### src/include/afq_pkg.sv
// Purpose: Constants and types for the alert fault queue block
// Assumes: 8-bit register space, one clock
// Notes:   Reset values are plain defaults
package afq_pkg;
  // -------------------------------------------------
  // Register offsets
  // -------------------------------------------------
  localparam logic [7:0] ADR_CFG1   = 8'h01;
  localparam logic [7:0] ADR_CFG4   = 8'h04;
  localparam logic [7:0] ADR_FQ     = 8'h06;
  localparam logic [7:0] ADR_MASK1  = 8'h08;
  localparam logic [7:0] ADR_MASK2  = 8'h09;
  localparam logic [7:0] ADR_MASK3  = 8'h0a;
  localparam logic [7:0] ADR_RATE   = 8'h22;
  localparam logic [7:0] ADR_STAT1  = 8'h4f;
  localparam logic [7:0] ADR_STAT2  = 8'h50;
  localparam logic [7:0] ADR_STAT3  = 8'h51;
  // -------------------------------------------------
  // Field positions and masks
  // -------------------------------------------------
  localparam int         CFG1_MODE  = 3;
  localparam int         CFG4_REUSE = 7;
  localparam int         ST3_ALERT  = 0;
  localparam logic [7:0] MASK2_USED = 8'h1c;
  localparam logic [7:0] MASK3_USED = 8'he0;
  localparam logic [7:0] LVL2_USED  = 8'h18;
  // -------------------------------------------------
  // Reset values and rate codes
  // -------------------------------------------------
  localparam logic [7:0] RST_CFG    = 8'h00;
  localparam logic [7:0] RST_MASK   = 8'h00;
  localparam logic [7:0] RST_FQ     = 8'h00;
  localparam logic [7:0] RST_RATE   = 8'h07;
  localparam logic [7:0] RATE_MAX   = 8'h0a;
  localparam logic [7:0] RATE_NOAVG = 8'h08;
  localparam logic [2:0] Q_SAT      = 3'h4;
  // -------------------------------------------------
  // Types
  // -------------------------------------------------
  typedef struct packed {
    logic       valid;
    logic [1:0] chan;
    logic [7:0] value;
    logic [7:0] high_lim;
    logic [7:0] low_lim;
    logic       diode_err;
  } afq_meas_t;
  typedef struct packed {
    logic       wr;
    logic       rd;
    logic [7:0] addr;
    logic [7:0] wdata;
  } afq_req_t;
endpackage : afq_pkg

### src/verilog/afq_ctrl.sv
// Purpose: Alert output, masks, fault queue and rate select
// Assumes: Sources and register port on the same clock
// Notes:   Alert and fault pins are open drain
`timescale 1ns/1ps
// Operation
// - Out-of-limit unmasked source pulls alert low
// - Config 1 bit 3 picks latched or level
// - Latched: status set, alert if unmasked
// - Latched alert held until read or ARA
// - Level mode alert follows live conditions
// - Mask blocks alert only, status still set
// - Temperature mask bit layout
// - Overtemp mask bits 4:2, rest reserved
// - Pin state never alerts in level mode
// - Fan mask bits 7:5, rest reserved
// - Fault pin shows status 3 bit 7 and 5 stalls unless reused
// - Queue only temperature, only latched mode
// - Per channel queue of consecutive faults
// - Queue counting ignores status bits
// - Queue depth priority decode
// - Queue reset by ARA, status 1 read
// - Queue reset releases alert
// - Rate codes 0 to 0x0a, rest reserved
// - No averaging at 16, 32, 64 per second
// - New rate waits for loop end
// - Sticky status cleared by read when gone
// - High is at-or-above, low strictly below
module afq_ctrl
  import afq_pkg::*;
(
  input  wire logic       clk,
  input  wire logic       rst_b,
  input  wire afq_req_t   reg_req,
  output logic [7:0]      reg_rdata,
  input  wire afq_meas_t  meas,
  input  wire logic [2:0] ot_live,
  input  wire logic [2:0] fan_live,
  input  wire logic       loop_done,
  input  wire logic       ara_req,
  output logic            ara_ack,
  output logic            alert_pin,
  output logic            alert_oe,
  output logic            fault_pin,
  output logic            fault_oe,
  output logic [7:0]      rate_code,
  output logic            avg_en
);
  // -------------------------------------------------
  // Functions
  // -------------------------------------------------
  function automatic logic [2:0] q_depth(
    input logic [3:0] c);
    if (c[3])      q_depth = 3'h4;
    else if (c[2]) q_depth = 3'h3;
    else if (c[1]) q_depth = 3'h2;
    else           q_depth = 3'h1;
  endfunction : q_depth

  function automatic logic [7:0] ch_bits(
    input logic [1:0] ch, input logic h,
    input logic l, input logic d);
    case (ch)
      2'h0:    ch_bits = {h, l, 6'h00};
      2'h1:    ch_bits = {2'h0, h, l, d, 3'h0};
      2'h2:    ch_bits = {5'h00, h, l, d};
      default: ch_bits = 8'h00;
    endcase
  endfunction : ch_bits

  // -------------------------------------------------
  // Registers
  // -------------------------------------------------
  logic [7:0] cfg1_ff, cfg4_ff, fq_ff;
  logic [7:0] mask1_ff, mask2_ff, mask3_ff;
  logic [7:0] rate_pend_ff, rate_ff;
  logic [7:0] live1_ff, st1_ff, st2_ff, st3_ff;
  logic [7:0] fire_ff, rdata_ff;
  logic       alert_ff;
  logic [2:0] cnt_ff [3];

  // -------------------------------------------------
  // Decode
  // -------------------------------------------------
  wire       latched = ~cfg1_ff[CFG1_MODE];
  wire       wr      = reg_req.wr;
  wire       rd      = reg_req.rd;
  wire [7:0] ad      = reg_req.addr;
  wire       rd_st1  = rd && ad == ADR_STAT1;
  wire       rd_st2  = rd && ad == ADR_STAT2;
  wire       rd_st3  = rd && ad == ADR_STAT3;
  wire       ara_ok  = ara_req && alert_ff;
  wire       q_rst   = ara_ok || rd_st1;
  wire [2:0] depth   = q_depth(fq_ff[3:0]);

  // -------------------------------------------------
  // Limit compare
  // -------------------------------------------------
  wire       m_hi  = meas.value >= meas.high_lim;
  wire       m_lo  = meas.value < meas.low_lim;
  wire [7:0] m_out = meas.valid ?
    ch_bits(meas.chan, m_hi, m_lo, meas.diode_err) : 8'h00;
  wire [7:0] m_own = meas.valid ?
    ch_bits(meas.chan, 1'b1, 1'b1, 1'b1) : 8'h00;
  wire [7:0] nxt_live1 = (live1_ff & ~m_own) | m_out;
  wire [7:0] live2 = {3'h0, ot_live, 2'h0};
  wire [7:0] live3 = {fan_live, 5'h00};

  // -------------------------------------------------
  // Fault queues
  // -------------------------------------------------
  logic [7:0] fire_set;
  logic [2:0] nxt_cnt [3];
  for (genvar g = 0; g < 3; g++) begin : g_q
    wire       hit  = meas.valid && meas.chan == 2'(g);
    wire [2:0] base = q_rst ? 3'h0 : cnt_ff[g];
    wire [2:0] inc  = (base == Q_SAT) ? base : base + 3'h1;
    wire       bad  = |m_out;
    // Count ignores status and mask
    assign nxt_cnt[g] = !hit ? base : (bad ? inc : 3'h0);
  end
  wire [1:0] mc   = meas.chan;
  wire       full = (meas.chan < 2'h3) &&
                    (g_q[0].inc >= depth && mc == 2'h0 ||
                     g_q[1].inc >= depth && mc == 2'h1 ||
                     g_q[2].inc >= depth && mc == 2'h2);
  // Queue only in latched mode
  assign fire_set = (latched && full) ? m_out : 8'h00;
  // Reset releases, refill reasserts
  wire [7:0] nxt_fire = (fire_ff & ~{8{q_rst}}) | fire_set;

  // -------------------------------------------------
  // Sticky status, set wins over clear
  // -------------------------------------------------
  wire [7:0] clr1 = {8{rd_st1 | ara_ok}} & ~nxt_live1;
  wire [7:0] clr2 = {8{rd_st2 | ara_ok}} & ~live2;
  wire [7:0] clr3 = {8{rd_st3 | ara_ok}} & ~live3;
  // Mask does not gate status
  wire [7:0] nxt_st1 = (st1_ff & ~clr1) | m_out;
  wire [7:0] nxt_st2 = (st2_ff & ~clr2) | live2;
  wire [7:0] nxt_st3 = (st3_ff & ~clr3) | live3;

  // -------------------------------------------------
  // Alert sources
  // -------------------------------------------------
  wire [7:0] um2 = ~mask2_ff & MASK2_USED;
  wire [7:0] um3 = ~mask3_ff & MASK3_USED;
  wire src_lat = |(nxt_fire & ~mask1_ff) |
                 |(nxt_st2 & um2) |
                 |(nxt_st3 & um3);
  // Pin state excluded in level mode
  wire src_lvl = |(nxt_live1 & ~mask1_ff) |
                 |(live2 & um2 & LVL2_USED) |
                 |(live3 & um3);
  wire nxt_alert = latched ? src_lat : src_lvl;

  // -------------------------------------------------
  // Read mux
  // -------------------------------------------------
  logic [7:0] rmux;
  always_comb begin
    unique case (ad)
      ADR_CFG1:  rmux = cfg1_ff;
      ADR_CFG4:  rmux = cfg4_ff;
      ADR_FQ:    rmux = fq_ff;
      ADR_MASK1: rmux = mask1_ff;
      ADR_MASK2: rmux = mask2_ff;
      ADR_MASK3: rmux = mask3_ff;
      ADR_RATE:  rmux = rate_pend_ff;
      ADR_STAT1: rmux = st1_ff;
      ADR_STAT2: rmux = st2_ff;
      ADR_STAT3: rmux = st3_ff | {7'h00, alert_ff};
      default:   rmux = 8'h00;
    endcase
  end
  wire rate_ok = reg_req.wdata <= RATE_MAX;

  // -------------------------------------------------
  // Config write
  // -------------------------------------------------
  always_ff @(posedge clk or negedge rst_b) begin
    if (!rst_b) begin
      cfg1_ff      <= RST_CFG;
      cfg4_ff      <= RST_CFG;
      fq_ff        <= RST_FQ;
      mask1_ff     <= RST_MASK;
      mask2_ff     <= RST_MASK;
      mask3_ff     <= RST_MASK;
      rate_pend_ff <= RST_RATE;
    end else if (wr) begin
      if (ad == ADR_CFG1)  cfg1_ff  <= reg_req.wdata;
      if (ad == ADR_CFG4)  cfg4_ff  <= reg_req.wdata;
      if (ad == ADR_FQ)    fq_ff    <= reg_req.wdata;
      if (ad == ADR_MASK1) mask1_ff <= reg_req.wdata;
      if (ad == ADR_MASK2)
        mask2_ff <= reg_req.wdata & MASK2_USED;
      if (ad == ADR_MASK3)
        mask3_ff <= reg_req.wdata & MASK3_USED;
      if (ad == ADR_RATE && rate_ok)
        rate_pend_ff <= reg_req.wdata;
    end
  end

  // -------------------------------------------------
  // Rate apply at loop end
  // -------------------------------------------------
  always_ff @(posedge clk or negedge rst_b) begin
    if (!rst_b)         rate_ff <= RST_RATE;
    else if (loop_done) rate_ff <= rate_pend_ff;
  end

  // -------------------------------------------------
  // State
  // -------------------------------------------------
  always_ff @(posedge clk or negedge rst_b) begin
    if (!rst_b) begin
      live1_ff <= 8'h00;
      st1_ff   <= 8'h00;
      st2_ff   <= 8'h00;
      st3_ff   <= 8'h00;
      fire_ff  <= 8'h00;
      alert_ff <= 1'b0;
      rdata_ff <= 8'h00;
      for (int i = 0; i < 3; i++) cnt_ff[i] <= 3'h0;
    end else begin
      live1_ff <= nxt_live1;
      st1_ff   <= nxt_st1;
      st2_ff   <= nxt_st2;
      st3_ff   <= nxt_st3;
      fire_ff  <= nxt_fire;
      alert_ff <= nxt_alert;
      if (rd) rdata_ff <= rmux;
      for (int i = 0; i < 3; i++) cnt_ff[i] <= nxt_cnt[i];
    end
  end

  // -------------------------------------------------
  // Outputs
  // -------------------------------------------------
  assign reg_rdata = rdata_ff;
  assign ara_ack   = ara_ok;
  assign alert_pin = 1'b0;
  assign alert_oe  = alert_ff;
  assign fault_pin = 1'b0;
  assign fault_oe  = ~cfg4_ff[CFG4_REUSE] &
                     (st3_ff[7] | st3_ff[5]);
  assign rate_code = rate_ff;
  assign avg_en    = rate_ff < RATE_NOAVG;

  // -------------------------------------------------
  // Assertions
  // -------------------------------------------------
  property p_status_set;
    @(posedge clk) disable iff (!rst_b)
      meas.valid && |m_out |=> (st1_ff & $past(m_out)) == $past(m_out);
  endproperty
  a_status_set: assert property (p_status_set)
    else $error("Status bit not set");

  property p_sticky;
    @(posedge clk) disable iff (!rst_b)
      |st1_ff && !rd_st1 && !ara_req |=>
        (st1_ff & $past(st1_ff)) == $past(st1_ff);
  endproperty
  a_sticky: assert property (p_sticky)
    else $error("Status bit dropped");

  property p_hold;
    @(posedge clk) disable iff (!rst_b)
      latched && alert_ff && !rd && !wr && !ara_req
        |=> alert_ff;
  endproperty
  a_hold: assert property (p_hold)
    else $error("Latched alert released");

  property p_level;
    @(posedge clk) disable iff (!rst_b)
      !latched && !src_lvl && !wr |=> !alert_oe;
  endproperty
  a_level: assert property (p_level)
    else $error("Level alert not released");

  property p_release;
    @(posedge clk) disable iff (!rst_b)
      q_rst && !meas.valid |=> fire_ff == 8'h00;
  endproperty
  a_release: assert property (p_release)
    else $error("Queue not reset");

  property p_depth1;
    @(posedge clk) disable iff (!rst_b)
      latched && fq_ff[3:1] == 3'h0 && |m_out
        |=> |fire_ff;
  endproperty
  a_depth1: assert property (p_depth1)
    else $error("Depth one did not fire");

  property p_reuse;
    @(posedge clk) disable iff (!rst_b)
      cfg4_ff[CFG4_REUSE] |-> !fault_oe;
  endproperty
  a_reuse: assert property (p_reuse)
    else $error("Fault pin driven when reused");

  property p_defer;
    @(posedge clk) disable iff (!rst_b)
      !loop_done |=> $stable(rate_ff);
  endproperty
  a_defer: assert property (p_defer)
    else $error("Rate changed mid loop");

  property p_ara;
    @(posedge clk) disable iff (!rst_b)
      ara_req && !alert_oe |-> !ara_ack;
  endproperty
  a_ara: assert property (p_ara)
    else $error("ARA answered without alert");

  c_latch: cover property (@(posedge clk)
    latched && !alert_ff ##1 alert_ff);
  c_level: cover property (@(posedge clk)
    !latched && alert_ff ##1 !alert_ff);
  c_ara: cover property (@(posedge clk) ara_ack);
endmodule : afq_ctrl

### config.mk
export PLATFORM = sky130hd
export DESIGN_NAME = afq_ctrl
export DESIGN_NICKNAME = d
export VERILOG_FILES = /design/src/include/afq_pkg.sv /design/src/verilog/afq_ctrl.sv
export SDC_FILE = /design/constraint.sdc
export NUM_CORES = 1
export LEC_CHECK = 0
export BUFFER_PORTS_ARGS = -buffer_cell sky130_fd_sc_hd__clkbuf_2
export CAP_MARGIN = 20
export CORE_MARGIN = 2
export CORE_UTILIZATION = 55
export CTS_BUF_LIST = sky130_fd_sc_hd__clkbuf_4
export CTS_CLUSTER_SIZE = 14
export DETAILED_ROUTE_END_ITERATION = 10
export PLACE_DENSITY = 0.82
export RECOVER_POWER = 50
export SYNTH_ARGS = -nofsm -noshare
export SYNTH_HDL_FRONTEND = slang
export SYNTH_SLANG_ARGS = --single-unit
### constraint.sdc
create_clock -name clk -period 4.1 [get_ports clk]
set_input_delay 0.82 -clock clk [delete_from_list [all_inputs] [get_ports clk]]
set_output_delay 0.82 -clock clk [all_outputs]
set_load 0.03 [all_outputs]
==> run summary <==
For this run, design rule violations remaining after detail routing come to 0. The cell sitting at the root of the clock tree is a clkbuf_4. Of the cells placed in the final design, the portion with a size suffix greater than 1 is around 22%.

The area overhead of the layout relative to synthesis is 10.9%. The required time reported for the critical path endpoint came out at about 4.5 ns. The number of failing hold endpoints at the final stage came out at 0. Per report_power, the clock group accounts for 26.0% of the total. The reported net switching power is 0.655 mW. Setup repair after global routing left no endpoint under its margin. The worst-case setup margin in the final layout is 0.471 ns. By startpoint and endpoint, the worst setup path is classified as in -> reg. The checks that failed: capacitance limit, slew limit. The max capacitance violation total came out at 1. Static timing analysis puts the maximum clock frequency at 276 MHz. The number of global-route vias before repair is 5,027.

The worst setup path is launched from an input port. The worst setup path is captured at a flip-flop. The cell area power density came out at between 300 and 400 nW/um^2. In this run, post-CTS repair resized a total of 0 instances.

The global placer's final weighted congestion is 0.986. The CTS tree is built. The sequential cell fraction of total power is 58.2%.

In this run the worst path has a maximum fanout of 8. The net count of the finished layout came out at 762. Hold repair after CTS inserted 0 buffers. The area of placed instances came out at approximately 6700 um^2. The switching part of the total power is roughly a third. The first global-routing pass estimated ~26 mm of wire. In this run the critical register-to-register path is launched from alert_oe$_DFF_PN0_. The sequential element share of the synthesized area is between 40% and 50%. Of the total power, combinational logic draws between 15 and 20%. The effective utilization at floorplan is 56.5%. The starting DRC count in detailed routing came out at 493.

The count of final max-slew check failures came out at 55. On the final layout, the worst clock skew is approximately 0.032 ns. The cell leakage power came out at 3.28 nW.

The min-delay analysis places its worst path in the category reg -> reg. Setup violations remaining at the end of the flow were counted as 0. The standard-cell row count came out at 38. The startpoint of the worst setup timing path is reg_req[15]. In the synthesized netlist the dominant register cell turns out to be dfrtp_1.

The actual slew at the worst max-slew pin came out at 2.88 ns. The total power after layout is 2.08 mW. The number of flops mapped to enable cells by yosys is 0. The post-synthesis cell type count came out at 73. The average size of a mapped cell came out at 10.1 um^2. The arrival time of the worst setup path is 4.03 ns. The number of warning messages in the yosys log is 0. The final critical-path share of the clock period is about nine tenths. The clock drives 112 sinks. The internal portion of total power came out at 1.43 mW. The count of mapped cells out of synthesis is about 600. The final routed wirelength across all metal layers came out at 16.4 mm. The y dimension of the die is 110 um. The HPWL after detailed placement is 12.6 mm. OpenSTA, run right after detailed placement, puts the worst setup slack at -0.0252 ns. Once layout is done, the placed cells without fillers occupy 6800 um^2. The latest clock arrival within the worst-skew pair came out at 0.52 ns.

No sink is reached through more buffers than the 2 on the longest clock path. Counting the fill cells in the layout gives 919. The total of buffers placed on input and output ports is 75. The I/O pin count came out at between 70 and 80. The first detailed-routing pass took 6 iterations. Dividing the detail-routed wire length by the instance count gives 19.8 um. Adding up every negative setup slack in the final design gives 0 ns. The max-slew headroom at the worst pin is -92.1%. The final route contains 5,239 vias. The core region is 10,800 um^2. The number of CTS-inserted buffers came out at 9. The H-tree was split into 3 levels. The run finished, with violations left. The proportion of synthesized flip-flops having asynchronous set or reset is 100%. The worst IR drop on VDD is 0.274 mV.

The number of buffers inserted to repair setup after CTS is 0. The overall die area is roughly 12,000 um^2. The largest net degree at the start of global routing came out at 55. The synthesized design contains 112 register bits. The initial antenna violation count came out at 1. The worst hold path begins at st2_ff[1]$_DFF_PN0_. The number of vias per cell came out at 6.34. The total overflow reported by the global router is 0. The number of standard cells in the final layout excluding fillers came out at 826. Global routing consumed, over all layers together, ~29% of the routing resources.

Once placement completed, the tool counted placed cells totaling 809. The post-synthesis instance area came out at 6130 um^2. The time the final worst path needs with I/O delays and setup came out at around 3.6 ns. After clock tree synthesis, the clock-pin slew on the worst setup and hold paths is 0.17 ns. The horizontal die dimension is 110 um.

The remaining antenna violation count came out at 0.
==> placed cells by master, fill, tap and decap left out, drive strengths merged, types with 5 or more instances in the layout <==
cell	n
a32oi	7
nand2b	10
buf	12
nor2	36
and2	12
inv	48
mux2	44
ha	26
nor2b	12
a22oi	19
a21o	9
a31oi	6
nand2	66
a21oi	23
o22ai	15
clkbuf	86
nand3	14
a32o	8
or3	5
a22o	5
nor3	7
a211oi	7
dfrtp	106
o21ai	24
dfstp	6
==> cells by family (layout without fill, tap and decap cells) <==
family,after synthesis,in the layout,share of synthesized area (%)
AOI/OAI and AO/OA,153,153,18.8
DFF,112,112,45.9
adders and majority gates,26,26,5.31
muxes,48,48,8.74
xor gates and xnor gates,3,3,0.429
buffers and inverters,72,150,4.76
and+or+nand+nor,191,191,16.1
other,1,3,0.0612
==> final cells by class <==
type	instances	area, um^2	area share (%)
clock buffer	9	67.6	0.994
timing repair buffer	89	472	6.94
inverter	45	169	2.49
clock inverter	7	72.6	1.07
antenna	1	2.50	0.0368
multi-input combinational	423	3030	44.6
tap	140	175	2.58
sequential	112	2810	41.3
==> power by group through the flow <==
| stage | Sequential [mW] | Combinational, mW | Clock (mW) |
|---|---|---|---|
| final | 1.21 | 0.329 | 0.541 |
| after global routing | 1.22 | 0.367 | 0.595 |
| after CTS | 1.21 | 0.329 | 0.544 |
| after detailed placement | 1.23 | 0.328 | 0 |
| after global placement | 1.23 | 0.312 | 0 |
| after floorplan | 1.21 | 0.205 | 0 |
==> registers in the layout (all words and copies together), names as in the netlist <==
name / flops
st2_ff: 8
mask1_ff: 8
st1_ff: 8
st3_ff: 8
cfg1_ff: 8
alert_oe: 1
live1_ff: 8
fq_ff: 8
cfg4_ff: 8
fire_ff: 8
mask2_ff: 3
cnt_ff: 9
rate_code: 8
mask3_ff: 3
reg_rdata: 8
rate_pend_ff: 8
==> Yosys cell counts, types with 2 or more instances <==
cell type | number | area share, %
a32oi_1 | 7 | 1.0
a22o_1 | 5 | 0.71
mux2i_1 | 4 | 0.65
a221o_1 | 4 | 0.65
nand3_1 | 13 | 1.1
a32o_1 | 8 | 1.3
a221oi_1 | 2 | 0.29
buf_2 | 5 | 0.41
o31ai_1 | 2 | 0.25
inv_1 | 45 | 2.8
a21o_1 | 9 | 1.1
o21ai_0 | 19 | 1.6
or3_1 | 4 | 0.41
dfrtp_1 | 106 | 43
nor4_1 | 4 | 0.41
o211ai_1 | 4 | 0.49
o221ai_1 | 2 | 0.29
a21oi_1 | 22 | 1.8
and2_1 | 12 | 1.2
nand2b_1 | 10 | 1.0
buf_4 | 4 | 0.49
mux2_1 | 17 | 3.1
nand3b_1 | 4 | 0.49
nor2b_1 | 12 | 1.2
o21ai_1 | 4 | 0.33
a31oi_1 | 6 | 0.61
or4_1 | 4 | 0.49
and4b_1 | 4 | 0.65
mux2_2 | 27 | 5.0
a22oi_1 | 19 | 2.3
dfstp_2 | 6 | 2.6
a2111oi_0 | 3 | 0.43
and3_1 | 2 | 0.20
ha_1 | 26 | 5.3
xnor2_1 | 2 | 0.29
nor3_2 | 3 | 0.49
clkbuf_1 | 17 | 1.0
nand4_1 | 3 | 0.31
a211oi_1 | 5 | 0.61
o22ai_1 | 15 | 1.5
nand2_1 | 66 | 4.0
nor3_1 | 4 | 0.33
nor2_1 | 36 | 2.2
==> worst max-delay path: stages <==
cell      delay, ns
clkbuf_2       0.10
or3b_1         0.45
nor3_2         0.31
a21oi_2        0.13
nand2_1        0.09
ha_1           0.19
nand2_1        0.11
nor2_1         0.17
mux2i_1        0.26
inv_1          0.07
ha_1           0.29
a21o_1         0.16
a211oi_1       0.21
or4_1          0.16
nand2_1        0.19
a32o_1         0.34
==> worst paths after layout <==
kind	to	slack [ns]	depth (start not counted)
worst min register to register	st2_ff[1]$_DFF_PN0_	0.51	1
worst max-delay path	fire_ff[6]$_DFF_PN0_	0.47	16
worst max register to register	fire_ff[6]$_DFF_PN0_	0.83	13
min in group asynchronous	cnt_ff[3]$_DFF_PN0_	1.21	1
worst min-delay path	st2_ff[1]$_DFF_PN0_	0.51	1
max in group asynchronous	rate_pend_ff[5]$_DFFE_PN0P_	0.84	2
==> per-layer routing <==
metal  vias to the layer above  routed length (um)  global-route usage [%]
met3                        35                1320                    7.53
met4                         0                 337                    8.14
met1                      2583                7060                    40.1
met2                       264                7630                    45.1
met5                         -                   0                       0
li1                       2357                   -                       -
==> stage by stage <==
step / utilization (%) / hold WS (ns)
2_1_floorplan: - / 0.445
3_3_place_gp: 61.5 / 0.467
3_5_place_dp: 61.5 / 0.470
4_1_cts: 62.8 / 0.348
5_1_grt: 62.7 / 0.494
6_report: 62.7 / 0.506
(Power assumes the default switching activity.)
